==> src/verilog/dac_cmd_pkg.sv <==
// Shared constants and state types for the dual converter command decoder
package dac_cmd_pkg;

  // Frame layout: command, value, two sub-bits, MSB first
  localparam int FRAME_BITS = 16;
  localparam int CHAIN_BITS = FRAME_BITS + 1;
  localparam int CMD_MSB = 15;
  localparam int CMD_LSB = 10;
  localparam int VAL_MSB = 9;
  localparam int VAL_LSB = 2;
  localparam logic [4:0] FRAME_FULL = 5'h10;

  typedef logic [5:0] cmd_t;
  typedef logic [7:0] value_t;
  typedef logic [2:0] range_t;

  // Command codes
  localparam cmd_t CMD_NOP = 6'h00;
  localparam cmd_t CMD_LOAD_BOTH = 6'h01;
  localparam cmd_t CMD_LOAD_A = 6'h02;
  localparam cmd_t CMD_LOAD_B = 6'h03;
  localparam cmd_t CMD_IN_BOTH = 6'h04;
  localparam cmd_t CMD_IN_A = 6'h05;
  localparam cmd_t CMD_IN_B = 6'h06;
  localparam cmd_t CMD_UPD_BOTH = 6'h07;
  localparam cmd_t CMD_UPD_A = 6'h09;
  localparam cmd_t CMD_UPD_B = 6'h0a;
  localparam cmd_t CMD_REF_INT = 6'h0b;
  localparam cmd_t CMD_REF_EXT = 6'h0c;
  localparam cmd_t CMD_SHDN_BOTH = 6'h0d;
  localparam cmd_t CMD_SHDN_A = 6'h0e;
  localparam cmd_t CMD_SHDN_B = 6'h0f;
  localparam cmd_t CMD_PWR_BOTH = 6'h2d;
  localparam cmd_t CMD_PWR_A = 6'h2e;
  localparam cmd_t CMD_PWR_B = 6'h2f;

  // Range commands: group in upper three bits, range index in lower three
  localparam logic [2:0] RANGE_A_GROUP = 3'h2;
  localparam logic [2:0] RANGE_B_GROUP = 3'h6;
  localparam range_t RANGE_MAX = 3'h5;
  localparam range_t RANGE_LOWEST = 3'h0;

  // Pin synchroniser state
  typedef struct packed {
    logic [1:0] cs_n_ff;
    logic [1:0] sclk_ff;
    logic [1:0] din_ff;
    logic sclk_q;
    logic cs_q;
  } sync_state_t;

  localparam sync_state_t SYNC_RESET = '{cs_n_ff: 2'h3, sclk_ff: 2'h0,
    din_ff: 2'h0, sclk_q: 1'b0, cs_q: 1'b1};

  // Decoder state
  typedef struct packed {
    logic [CHAIN_BITS-1:0] sr;
    logic [4:0] cnt;
    logic dout;
    value_t in_a;
    value_t in_b;
    value_t out_a;
    value_t out_b;
    logic ref_int;
    logic shdn_a;
    logic shdn_b;
    range_t rng_a;
    range_t rng_b;
  } dec_state_t;

  localparam dec_state_t DEC_RESET = '{sr: 17'h0_0000, cnt: 5'h00,
    dout: 1'b0, in_a: 8'h00, in_b: 8'h00, out_a: 8'h00, out_b: 8'h00,
    ref_int: 1'b0, shdn_a: 1'b0, shdn_b: 1'b0, rng_a: RANGE_LOWEST,
    rng_b: RANGE_LOWEST};

endpackage

==> src/verilog/pin_sync_if.sv <==
// Synchronised serial pin events passed from the pin stage to the decoder
`timescale 1ns/1ps
interface pin_sync_if;
  logic cs_active;
  logic sclk_rise;
  logic sclk_fall;
  logic din_bit;
  logic frame_end;

  modport src (output cs_active, sclk_rise, sclk_fall, din_bit, frame_end);
  modport dst (input cs_active, sclk_rise, sclk_fall, din_bit, frame_end);
endinterface

==> src/verilog/dual_dac_spi_command_decoder.sv <==
// Serial command decoder and chain shift path for a dual 8-bit converter
//
// What this block does
// - Output bit appears 16.5 clocks later, falling edge
// - Serial lines ignored while select is high
// - Load value into all four registers
// - Load value into channel A both registers
// - Load value into channel B both registers
// - Load value into both input registers only
// - Load value into channel A input only
// - Load value into channel B input only
// - Copy both inputs to outputs together
// - Copy single channel input to output
// - Choose internal or external reference, external default
// - Shut down both, A, or B
// - Power up both, A, or B
// - Channel A range six steps, lowest default
// - Channel B range six steps, lowest default
// - Sixteen-bit frame: command, value, zero sub-bits
// - Execute on select rising, then go idle
// - Commands still work during shutdown
`timescale 1ns/1ps
module dual_dac_spi_command_decoder
  import dac_cmd_pkg::*;
(
  input wire logic clk,
  input wire logic nrst,
  input wire logic cs_n,
  input wire logic sclk,
  input wire logic din,
  output logic dout,
  output dac_cmd_pkg::value_t input_a,
  output dac_cmd_pkg::value_t input_b,
  output dac_cmd_pkg::value_t channel_a_converter,
  output dac_cmd_pkg::value_t channel_b_converter,
  output logic ref_internal,
  output logic shutdown_a,
  output logic shutdown_b,
  output dac_cmd_pkg::range_t range_a,
  output dac_cmd_pkg::range_t range_b
);

  import dac_cmd_pkg::*;

  pin_sync_if lk ();

  dec_state_t st_r;
  dec_state_t st_nxt;
  cmd_t command_field;
  value_t value_field;
  logic exec;
  logic range_a_cmd;
  logic range_b_cmd;

  serial_pin_sync u_sync (
    .clk(clk),
    .nrst(nrst),
    .cs_n(cs_n),
    .sclk(sclk),
    .din(din),
    .lk(lk)
  );

  // Frame fields from the last sixteen bits shifted in
  assign command_field = st_r.sr[CMD_MSB:CMD_LSB];
  assign value_field = st_r.sr[VAL_MSB:VAL_LSB];
  assign exec = lk.frame_end && (st_r.cnt == FRAME_FULL);
  assign range_a_cmd = (command_field[5:3] == RANGE_A_GROUP)
    && (command_field[2:0] <= RANGE_MAX);
  assign range_b_cmd = (command_field[5:3] == RANGE_B_GROUP)
    && (command_field[2:0] <= RANGE_MAX);

  // Shift, chain output and command execution
  always_comb
  begin
    st_nxt = st_r;
    // Rises only arrive while select is low
    if (lk.sclk_rise)
    begin
      st_nxt.sr = {st_r.sr[CHAIN_BITS-2:0], lk.din_bit};
      if (st_r.cnt != FRAME_FULL)
        st_nxt.cnt = st_r.cnt + 5'h01;
    end
    // Extra stage plus falling edge gives the half-cycle offset
    if (lk.sclk_fall)
      st_nxt.dout = st_r.sr[CHAIN_BITS-1];
    if (lk.frame_end)
      st_nxt.cnt = 5'h00;
    // Shutdown state does not gate any command
    if (exec)
    begin
      if (range_a_cmd)
        st_nxt.rng_a = command_field[2:0];
      else if (range_b_cmd)
        st_nxt.rng_b = command_field[2:0];
      else
      begin
        case (command_field)
          CMD_LOAD_BOTH:
          begin
            st_nxt.in_a = value_field;
            st_nxt.in_b = value_field;
            st_nxt.out_a = value_field;
            st_nxt.out_b = value_field;
          end
          CMD_LOAD_A:
          begin
            st_nxt.in_a = value_field;
            st_nxt.out_a = value_field;
          end
          CMD_LOAD_B:
          begin
            st_nxt.in_b = value_field;
            st_nxt.out_b = value_field;
          end
          CMD_IN_BOTH:
          begin
            st_nxt.in_a = value_field;
            st_nxt.in_b = value_field;
          end
          CMD_IN_A: st_nxt.in_a = value_field;
          CMD_IN_B: st_nxt.in_b = value_field;
          CMD_UPD_BOTH:
          begin
            st_nxt.out_a = st_r.in_a;
            st_nxt.out_b = st_r.in_b;
          end
          CMD_UPD_A: st_nxt.out_a = st_r.in_a;
          CMD_UPD_B: st_nxt.out_b = st_r.in_b;
          CMD_REF_INT: st_nxt.ref_int = 1'b1;
          CMD_REF_EXT: st_nxt.ref_int = 1'b0;
          CMD_SHDN_BOTH:
          begin
            st_nxt.shdn_a = 1'b1;
            st_nxt.shdn_b = 1'b1;
          end
          CMD_SHDN_A: st_nxt.shdn_a = 1'b1;
          CMD_SHDN_B: st_nxt.shdn_b = 1'b1;
          CMD_PWR_BOTH:
          begin
            st_nxt.shdn_a = 1'b0;
            st_nxt.shdn_b = 1'b0;
          end
          CMD_PWR_A: st_nxt.shdn_a = 1'b0;
          CMD_PWR_B: st_nxt.shdn_b = 1'b0;
          default: st_nxt.sr = st_r.sr;
        endcase
      end
    end
  end

  // State register; reset gives power-up defaults
  always_ff @(posedge clk or negedge nrst)
  begin
    if (!nrst)
      st_r <= DEC_RESET;
    else
      st_r <= st_nxt;
  end

  // Outputs straight from the state register
  assign dout = st_r.dout;
  assign input_a = st_r.in_a;
  assign input_b = st_r.in_b;
  assign channel_a_converter = st_r.out_a;
  assign channel_b_converter = st_r.out_b;
  assign ref_internal = st_r.ref_int;
  assign shutdown_a = st_r.shdn_a;
  assign shutdown_b = st_r.shdn_b;
  assign range_a = st_r.rng_a;
  assign range_b = st_r.rng_b;
endmodule

==> src/verilog/serial_pin_sync.sv <==
// Two-stage pin synchroniser and serial clock edge finder
`timescale 1ns/1ps
module serial_pin_sync
  import dac_cmd_pkg::*;
(
  input wire logic clk,
  input wire logic nrst,
  input wire logic cs_n,
  input wire logic sclk,
  input wire logic din,
  pin_sync_if.src lk
);

  sync_state_t s_r;
  sync_state_t s_nxt;

  // Shift pins through two stages, keep one delayed copy for edges
  always_comb
  begin
    s_nxt = s_r;
    s_nxt.cs_n_ff = {s_r.cs_n_ff[0], cs_n};
    s_nxt.sclk_ff = {s_r.sclk_ff[0], sclk};
    s_nxt.din_ff = {s_r.din_ff[0], din};
    s_nxt.sclk_q = s_r.sclk_ff[1];
    s_nxt.cs_q = s_r.cs_n_ff[1];
  end

  always_ff @(posedge clk or negedge nrst)
  begin
    if (!nrst)
      s_r <= SYNC_RESET;
    else
      s_r <= s_nxt;
  end

  // Edges only count while the select is low
  assign lk.cs_active = !s_r.cs_n_ff[1];
  assign lk.sclk_rise = lk.cs_active && s_r.sclk_ff[1] && !s_r.sclk_q;
  assign lk.sclk_fall = lk.cs_active && !s_r.sclk_ff[1] && s_r.sclk_q;
  assign lk.din_bit = s_r.din_ff[1];
  assign lk.frame_end = s_r.cs_n_ff[1] && !s_r.cs_q;

endmodule

==> config.mk <==
export PLATFORM = sky130hd
export DESIGN_NAME = dual_dac_spi_command_decoder
export DESIGN_NICKNAME = d
export VERILOG_FILES = /design/src/verilog/dac_cmd_pkg.sv /design/src/verilog/pin_sync_if.sv /design/src/verilog/dual_dac_spi_command_decoder.sv /design/src/verilog/serial_pin_sync.sv
export SDC_FILE = /design/constraint.sdc
export NUM_CORES = 1
export LEC_CHECK = 0
export BUFFER_PORTS_ARGS = -buffer_cell sky130_fd_sc_hd__buf_2
export CAP_MARGIN = 10
export CELL_PAD_IN_SITES_DETAIL_PLACEMENT = 1
export CELL_PAD_IN_SITES_GLOBAL_PLACEMENT = 1
export CORE_ASPECT_RATIO = 1.2
export CORE_MARGIN = 2
export CORE_UTILIZATION = 52
export CTS_BUF_LIST = sky130_fd_sc_hd__clkbuf_8
export CTS_CLUSTER_SIZE = 24
export DETAILED_ROUTE_END_ITERATION = 7
export PLACE_DENSITY = 0.84
export SLEW_MARGIN = 0
export SYNTH_ARGS = -nofsm -noshare
export SYNTH_HDL_FRONTEND = slang
export SYNTH_SLANG_ARGS = --single-unit
export TNS_END_PERCENT = 30
==> constraint.sdc <==
create_clock -name clk -period 5.8 [get_ports clk]
set_clock_uncertainty 0.2 [all_clocks]
set_input_delay 0.29 -clock clk [delete_from_list [all_inputs] [get_ports clk]]
set_output_delay 0.29 -clock clk [all_outputs]
set_load 0.02 [all_outputs]
Word-level counts from Yosys, hierarchy flattened. Index checks and enable logic that the tools add are counted. Widths: inputs -> output; s select.

Reductions and logical operators: 40. Bitwise operators: 2. Eq/ne operators: 22. Magnitude comparators: 1. Add/subtract/negate cells: 1. Muxes and demuxes: 12.

Operator list (number): $mux 17 (4); $eq 6x4->1 const B (7); $pmux 8 s2 (2); $reduce_and 4->1 (7); $eq 6x3->1 const B (4); $mux 22 (1); $eq 6x6->1 const B (3); $reduce_or 17->1 (1); $reduce_or 2->1 (8); $reduce_bool 2->1 (7); $eq 6x2->1 const B (2); $mux 5 (2); $logic_and 1x1->1 (8); $reduce_or 4->1 (2); $eq 6x1->1 const B (1); $pmux 1 s2 (3); $add 5x1->5 const B (1); $eq 5x5->1 const B (1); $ne 5x5->1 const B (1); $logic_not 1->1 (4); $ne 4x2->1 const B (1); $reduce_and 2->1 (2); $eq 3x2->1 const B (1); $eq 3x3->1 const B (1); 3 further kinds (4).

Bits in registers: 72. Output and inout bits: 42. Bits of input ports: 5.

Logic depth before layout (Yosys ltp).
Depth in word-level cells: 8. Mapped depth: 7. Gate-level depth less buffers: 6.

Modules after synthesis. A second synthesis with hierarchy kept.

Cell total of the unflattened synthesis: 296. Area total of the unflattened synthesis: 3499.6 sq um.

Modules (own cells, without submodules): dual_dac_spi_command_decoder (sequential area each 1601.5 sq um, times used 1, cells an instance 284, area each 3270.6 sq um); serial_pin_sync (sequential area each 203.9 sq um, times used 1, cells an instance 12, area each 229.0 sq um).

Worst setup path before layout. Ideal clock, no wire load.

Path kind: register to register. From: register st_r[42] (netlist name). To: register st_r, in the netlist channel_b_converter[0]. Arrival: 1.810 ns. Path buffers: 1. Clock period less this slack: 2.135 ns. Data required time: 5.475 ns. Path slack: 3.665 ns. Library setup time: 0.125 ns. Stages on the path, launching flop included: 8. Path through: dfrtp_1 inv_1 ha_1 nand4bb_1 or3_1 buf_6 a21oi_4 mux2_2.

Longest elaborated chain between the ends: 3.

Ends and longest elaborated chain: from (decl) (RTL line dual_dac_spi_command_decoder.sv:47) `dec_state_t st_r;`; from (signal assigned) (RTL line dual_dac_spi_command_decoder.sv:158) `st_r <= st_nxt;`; $eq 5x5->1 (RTL line dual_dac_spi_command_decoder.sv:67) `assign exec = lk.frame_end && (st_r.cnt == FRAME_FULL);`; $logic_and 1x1->1 (RTL line dual_dac_spi_command_decoder.sv:67); $reduce_and 4->1 (no line).

No other way between the ends. A chain may end at the register's enable or synchronous reset.

Final worst setup path.
From: register st_r[42] (netlist name). To: register st_r, in the netlist channel_a_converter[7].

The elaborated chain is that of the path after synthesis.

==> flow_metrics.env <==
export IMPL_start_util_pct=53.4
export IMPL_die_height_um=92.9
export IMPL_synth_ff_type="dfrtp_1"
export IMPL_status="complete, no violations"
export IMPL_clkSlewWorstSetupHoldPaths_ns=0.07
export IMPL_first_global_vias=2080
export IMPL_finalWorstSetupSlack_ns=3.35
export IMPL_postPlaceCellArea_um2=3440
export IMPL_vdd_drop_max_v=0.000167
export IMPL_slew_violations=0
export IMPL_worstSkewPairLatency_ns=0.34
export IMPL_antenna_found_initial=0
export IMPL_finalCriticalPeriod_ns=2.45
export IMPL_synth_top_cell_area_share_pct=50.5
export IMPL_fin_crit_sh_pct=42.3
export IMPL_synthArstFlopShare_pct=100
export IMPL_gp_congestion=0.787
export IMPL_hold_buffers=4
export IMPL_dieArea_um2=7250
export IMPL_core_area_um2=6410
export IMPL_setup_viol=0
export IMPL_relSlewSlack_pct=41.4
export IMPL_critPathLaunchType="register"
export IMPL_routed_wl_um=6590
export IMPL_whs_ns=0.151
export IMPL_synth_cell_types=41
export IMPL_routedWlPerCell_um=17.6
export IMPL_avgSynthCellArea_um2=12.8
export IMPL_powerDensity_nw_per_um2=298
export IMPL_drt_first_pass_iters=4
export IMPL_hold_path_class="reg -> reg"
export IMPL_drt_iter0_drc=92
export IMPL_p_sw_uw=268
export IMPL_grt_pass1_wl_um=10700
export IMPL_pre_cts_slack_ns=3.38
export IMPL_crit_fanout=10
export IMPL_cp_slowest_cell="or3_1"
export IMPL_top_layer_used="met4"
export IMPL_n_fill_cell=667
export IMPL_p_leak_uw=0.00191
export IMPL_grt_usage_pct=19.6
export IMPL_ys_seq_elements=72
export IMPL_crit_arrival_ns=2.47
export IMPL_m1WireLength_um=2790
export IMPL_cts_resized=0
export IMPL_postRouteAntennaNets=0
export IMPL_seq_area_frac_synth_pct=52.8
export IMPL_viasPerCell=5.34
export IMPL_grt_overflow_total=0
export IMPL_worstPathRequired_ns=5.82
export IMPL_critical_path_class="reg -> reg"
export IMPL_instances_no_fill=374
export IMPL_seqPwrFrac_pct=52.5
export IMPL_drc=0
export IMPL_row_count=32
export IMPL_cp_end_kind="register"
export IMPL_synth_cells=267
export IMPL_cts_buffers=9
export IMPL_dr_wl_met3_um=216
export IMPL_tns_ns=0
export IMPL_syn_to_final_growth_pct=8.12
export IMPL_cts_sinks=72
export IMPL_ys_top_cells_by_area="dfrtp_1, mux2_2, buf_4, dfstp_2, o21ai_0"
export IMPL_p_int_uw=835
export IMPL_cp_slowest_stage_delay_ns=0.54
export IMPL_synth_edf_count=0
export IMPL_switching_share_pct=24.3
export IMPL_path_cells="inv_1 > ha_1 > nand4bb_1 > or3_1 > nor2_1 > mux2_2"
export IMPL_pwr_share_clk_pct=38.2
export IMPL_cts_tree="done"
export IMPL_die_x_um=78.0
export IMPL_yosysWarnings=0
export IMPL_fmax_mhz=407
export IMPL_synth_nets=274
export IMPL_hold_violations=0
export IMPL_layout_nets=291
export IMPL_design_area_um2=3700
export IMPL_cts_setup_buffers=0
export IMPL_grt_setup_unrepaired="no"
export IMPL_cts_path_max_buffers=2
export IMPL_cap_viol_max_count=0
export IMPL_synth_top_area_cell="dfrtp_1"
export IMPL_comb_power_share_pct=9.3
export IMPL_n_antenna_cell=0
export IMPL_netlist_area_um2=3420
export IMPL_numPortBuffers=46
export IMPL_worstMarginPinSlew_ns=0.879
export IMPL_wl_met2_um=3490
export IMPL_grt_max_degree=73
export IMPL_ctsRootBufferMaster="clkbuf_8"
export IMPL_dp_cells=354
export IMPL_dp_hpwl_um=4360
export IMPL_ios=47
export IMPL_htreeDepth=3
export IMPL_drive_gt1_share_pct=45.0
export IMPL_vias=1997
[metrics by stage]
step	util, %	power, uW
finish	57.7	1100
global route	57.7	1150
CTS	57.7	1120
detailed placement	53.8	688
global placement	53.8	677
floorplan	-	648
[sequential cells by signal, indices dropped and copies added (netlist names), 5 cells and up]
name	count
channel_a_converter	8
channel_b_converter	8
command_field	6
input_a	8
input_b	8
st_r	16
u_sync.s_nxt	5
[synth_stat cells (2+ instances only)]
cell,instances
and2_1,2
buf_2,2
buf_4,38
buf_6,2
clkbuf_1,4
dfrtp_1,69
dfstp_2,3
ha_1,2
inv_1,7
mux2_2,57
mux2_4,3
mux2i_1,6
nand2_1,8
nand2b_1,4
nand4_1,3
nor2_1,7
nor2b_1,2
nor3b_1,4
nor4_1,2
o21ai_0,14
o31ai_1,2
or3b_1,2
xnor2_1,2
xor2_1,5
[power groups by stage]
stage | Clock [uW] | Combinational (uW) | Sequential [uW]
6_report | 421 | 102 | 579
5_1_grt | 456 | 113 | 585
4_1_cts | 432 | 104 | 579
3_5_place_dp | 0 | 100 | 588
3_3_place_gp | 0 | 93.0 | 584
2_1_floorplan | 0 | 77.8 | 570
[worst max-delay path, delay by kind of cell, from the launching register on]
family | cells | cell delay [ns]
mux | 1 | 0.39
fa+ha+maj | 1 | 0.14
simple gates | 3 | 1.12
flops | 1 | 0.42
buf+inv | 1 | 0.08
[cell usage in the layout (no fill, tap or decap), drive strengths merged, types with 4 or more instances in the layout]
master and count:
dfrtp 69, mux2 60, buf 48, o21ai 14
inv 9, clkbuf 9, nand2 8, nor2 7
mux2i 6, xor2 5, nand2b 4, dlygate4sd3 4
nor3b 4
[routing by layer]
metal  vias up  track usage [%]
met5         -                0
met1      1029             25.4
met4         0             7.31
li1        919                -
met2        41             32.5
met3         8             4.19
[path summary, 6_finish.rpt]
check,slack (ns),endpoint,startpoint,cells after the start
setup / recovery,3.35,channel_a_converter[7],st_r[42],6
hold / removal,0.15,u_sync.lk.din_bit,u_sync.s_nxt[3],0
setup reg to reg,3.35,channel_a_converter[7],st_r[42],6
hold reg to reg,0.15,u_sync.lk.din_bit,u_sync.s_nxt[3],0
max in group asynchronous,4.33,st_r[55],nrst,3
min in group asynchronous,0.50,shutdown_b,nrst,3
[kinds of logic after synthesis]
family / share of synthesized area [%]
and+or+nand+nor: 7.43
adders and majority gates: 0.731
xor gates and xnor gates: 1.79
muxes: 21.8
buffers and inverters: 10.5
AOI/OAI and AO/OA: 4.94
DFF: 52.8
[layout make-up]
class                           instances  area [um2]  share of cell area [%]
Sequential cell                        72        1810                    48.8
Inverter                                7        26.3                   0.710
Clock buffer                            9         124                    3.35
Clock inverter                          7        90.1                    2.44
Multi-Input combinational cell        142        1260                    34.1
Timing Repair Buffer                   52         285                    7.71
Tap cell                               85         106                    2.88
No activity file was read; power rests on OpenSTA's default activity.
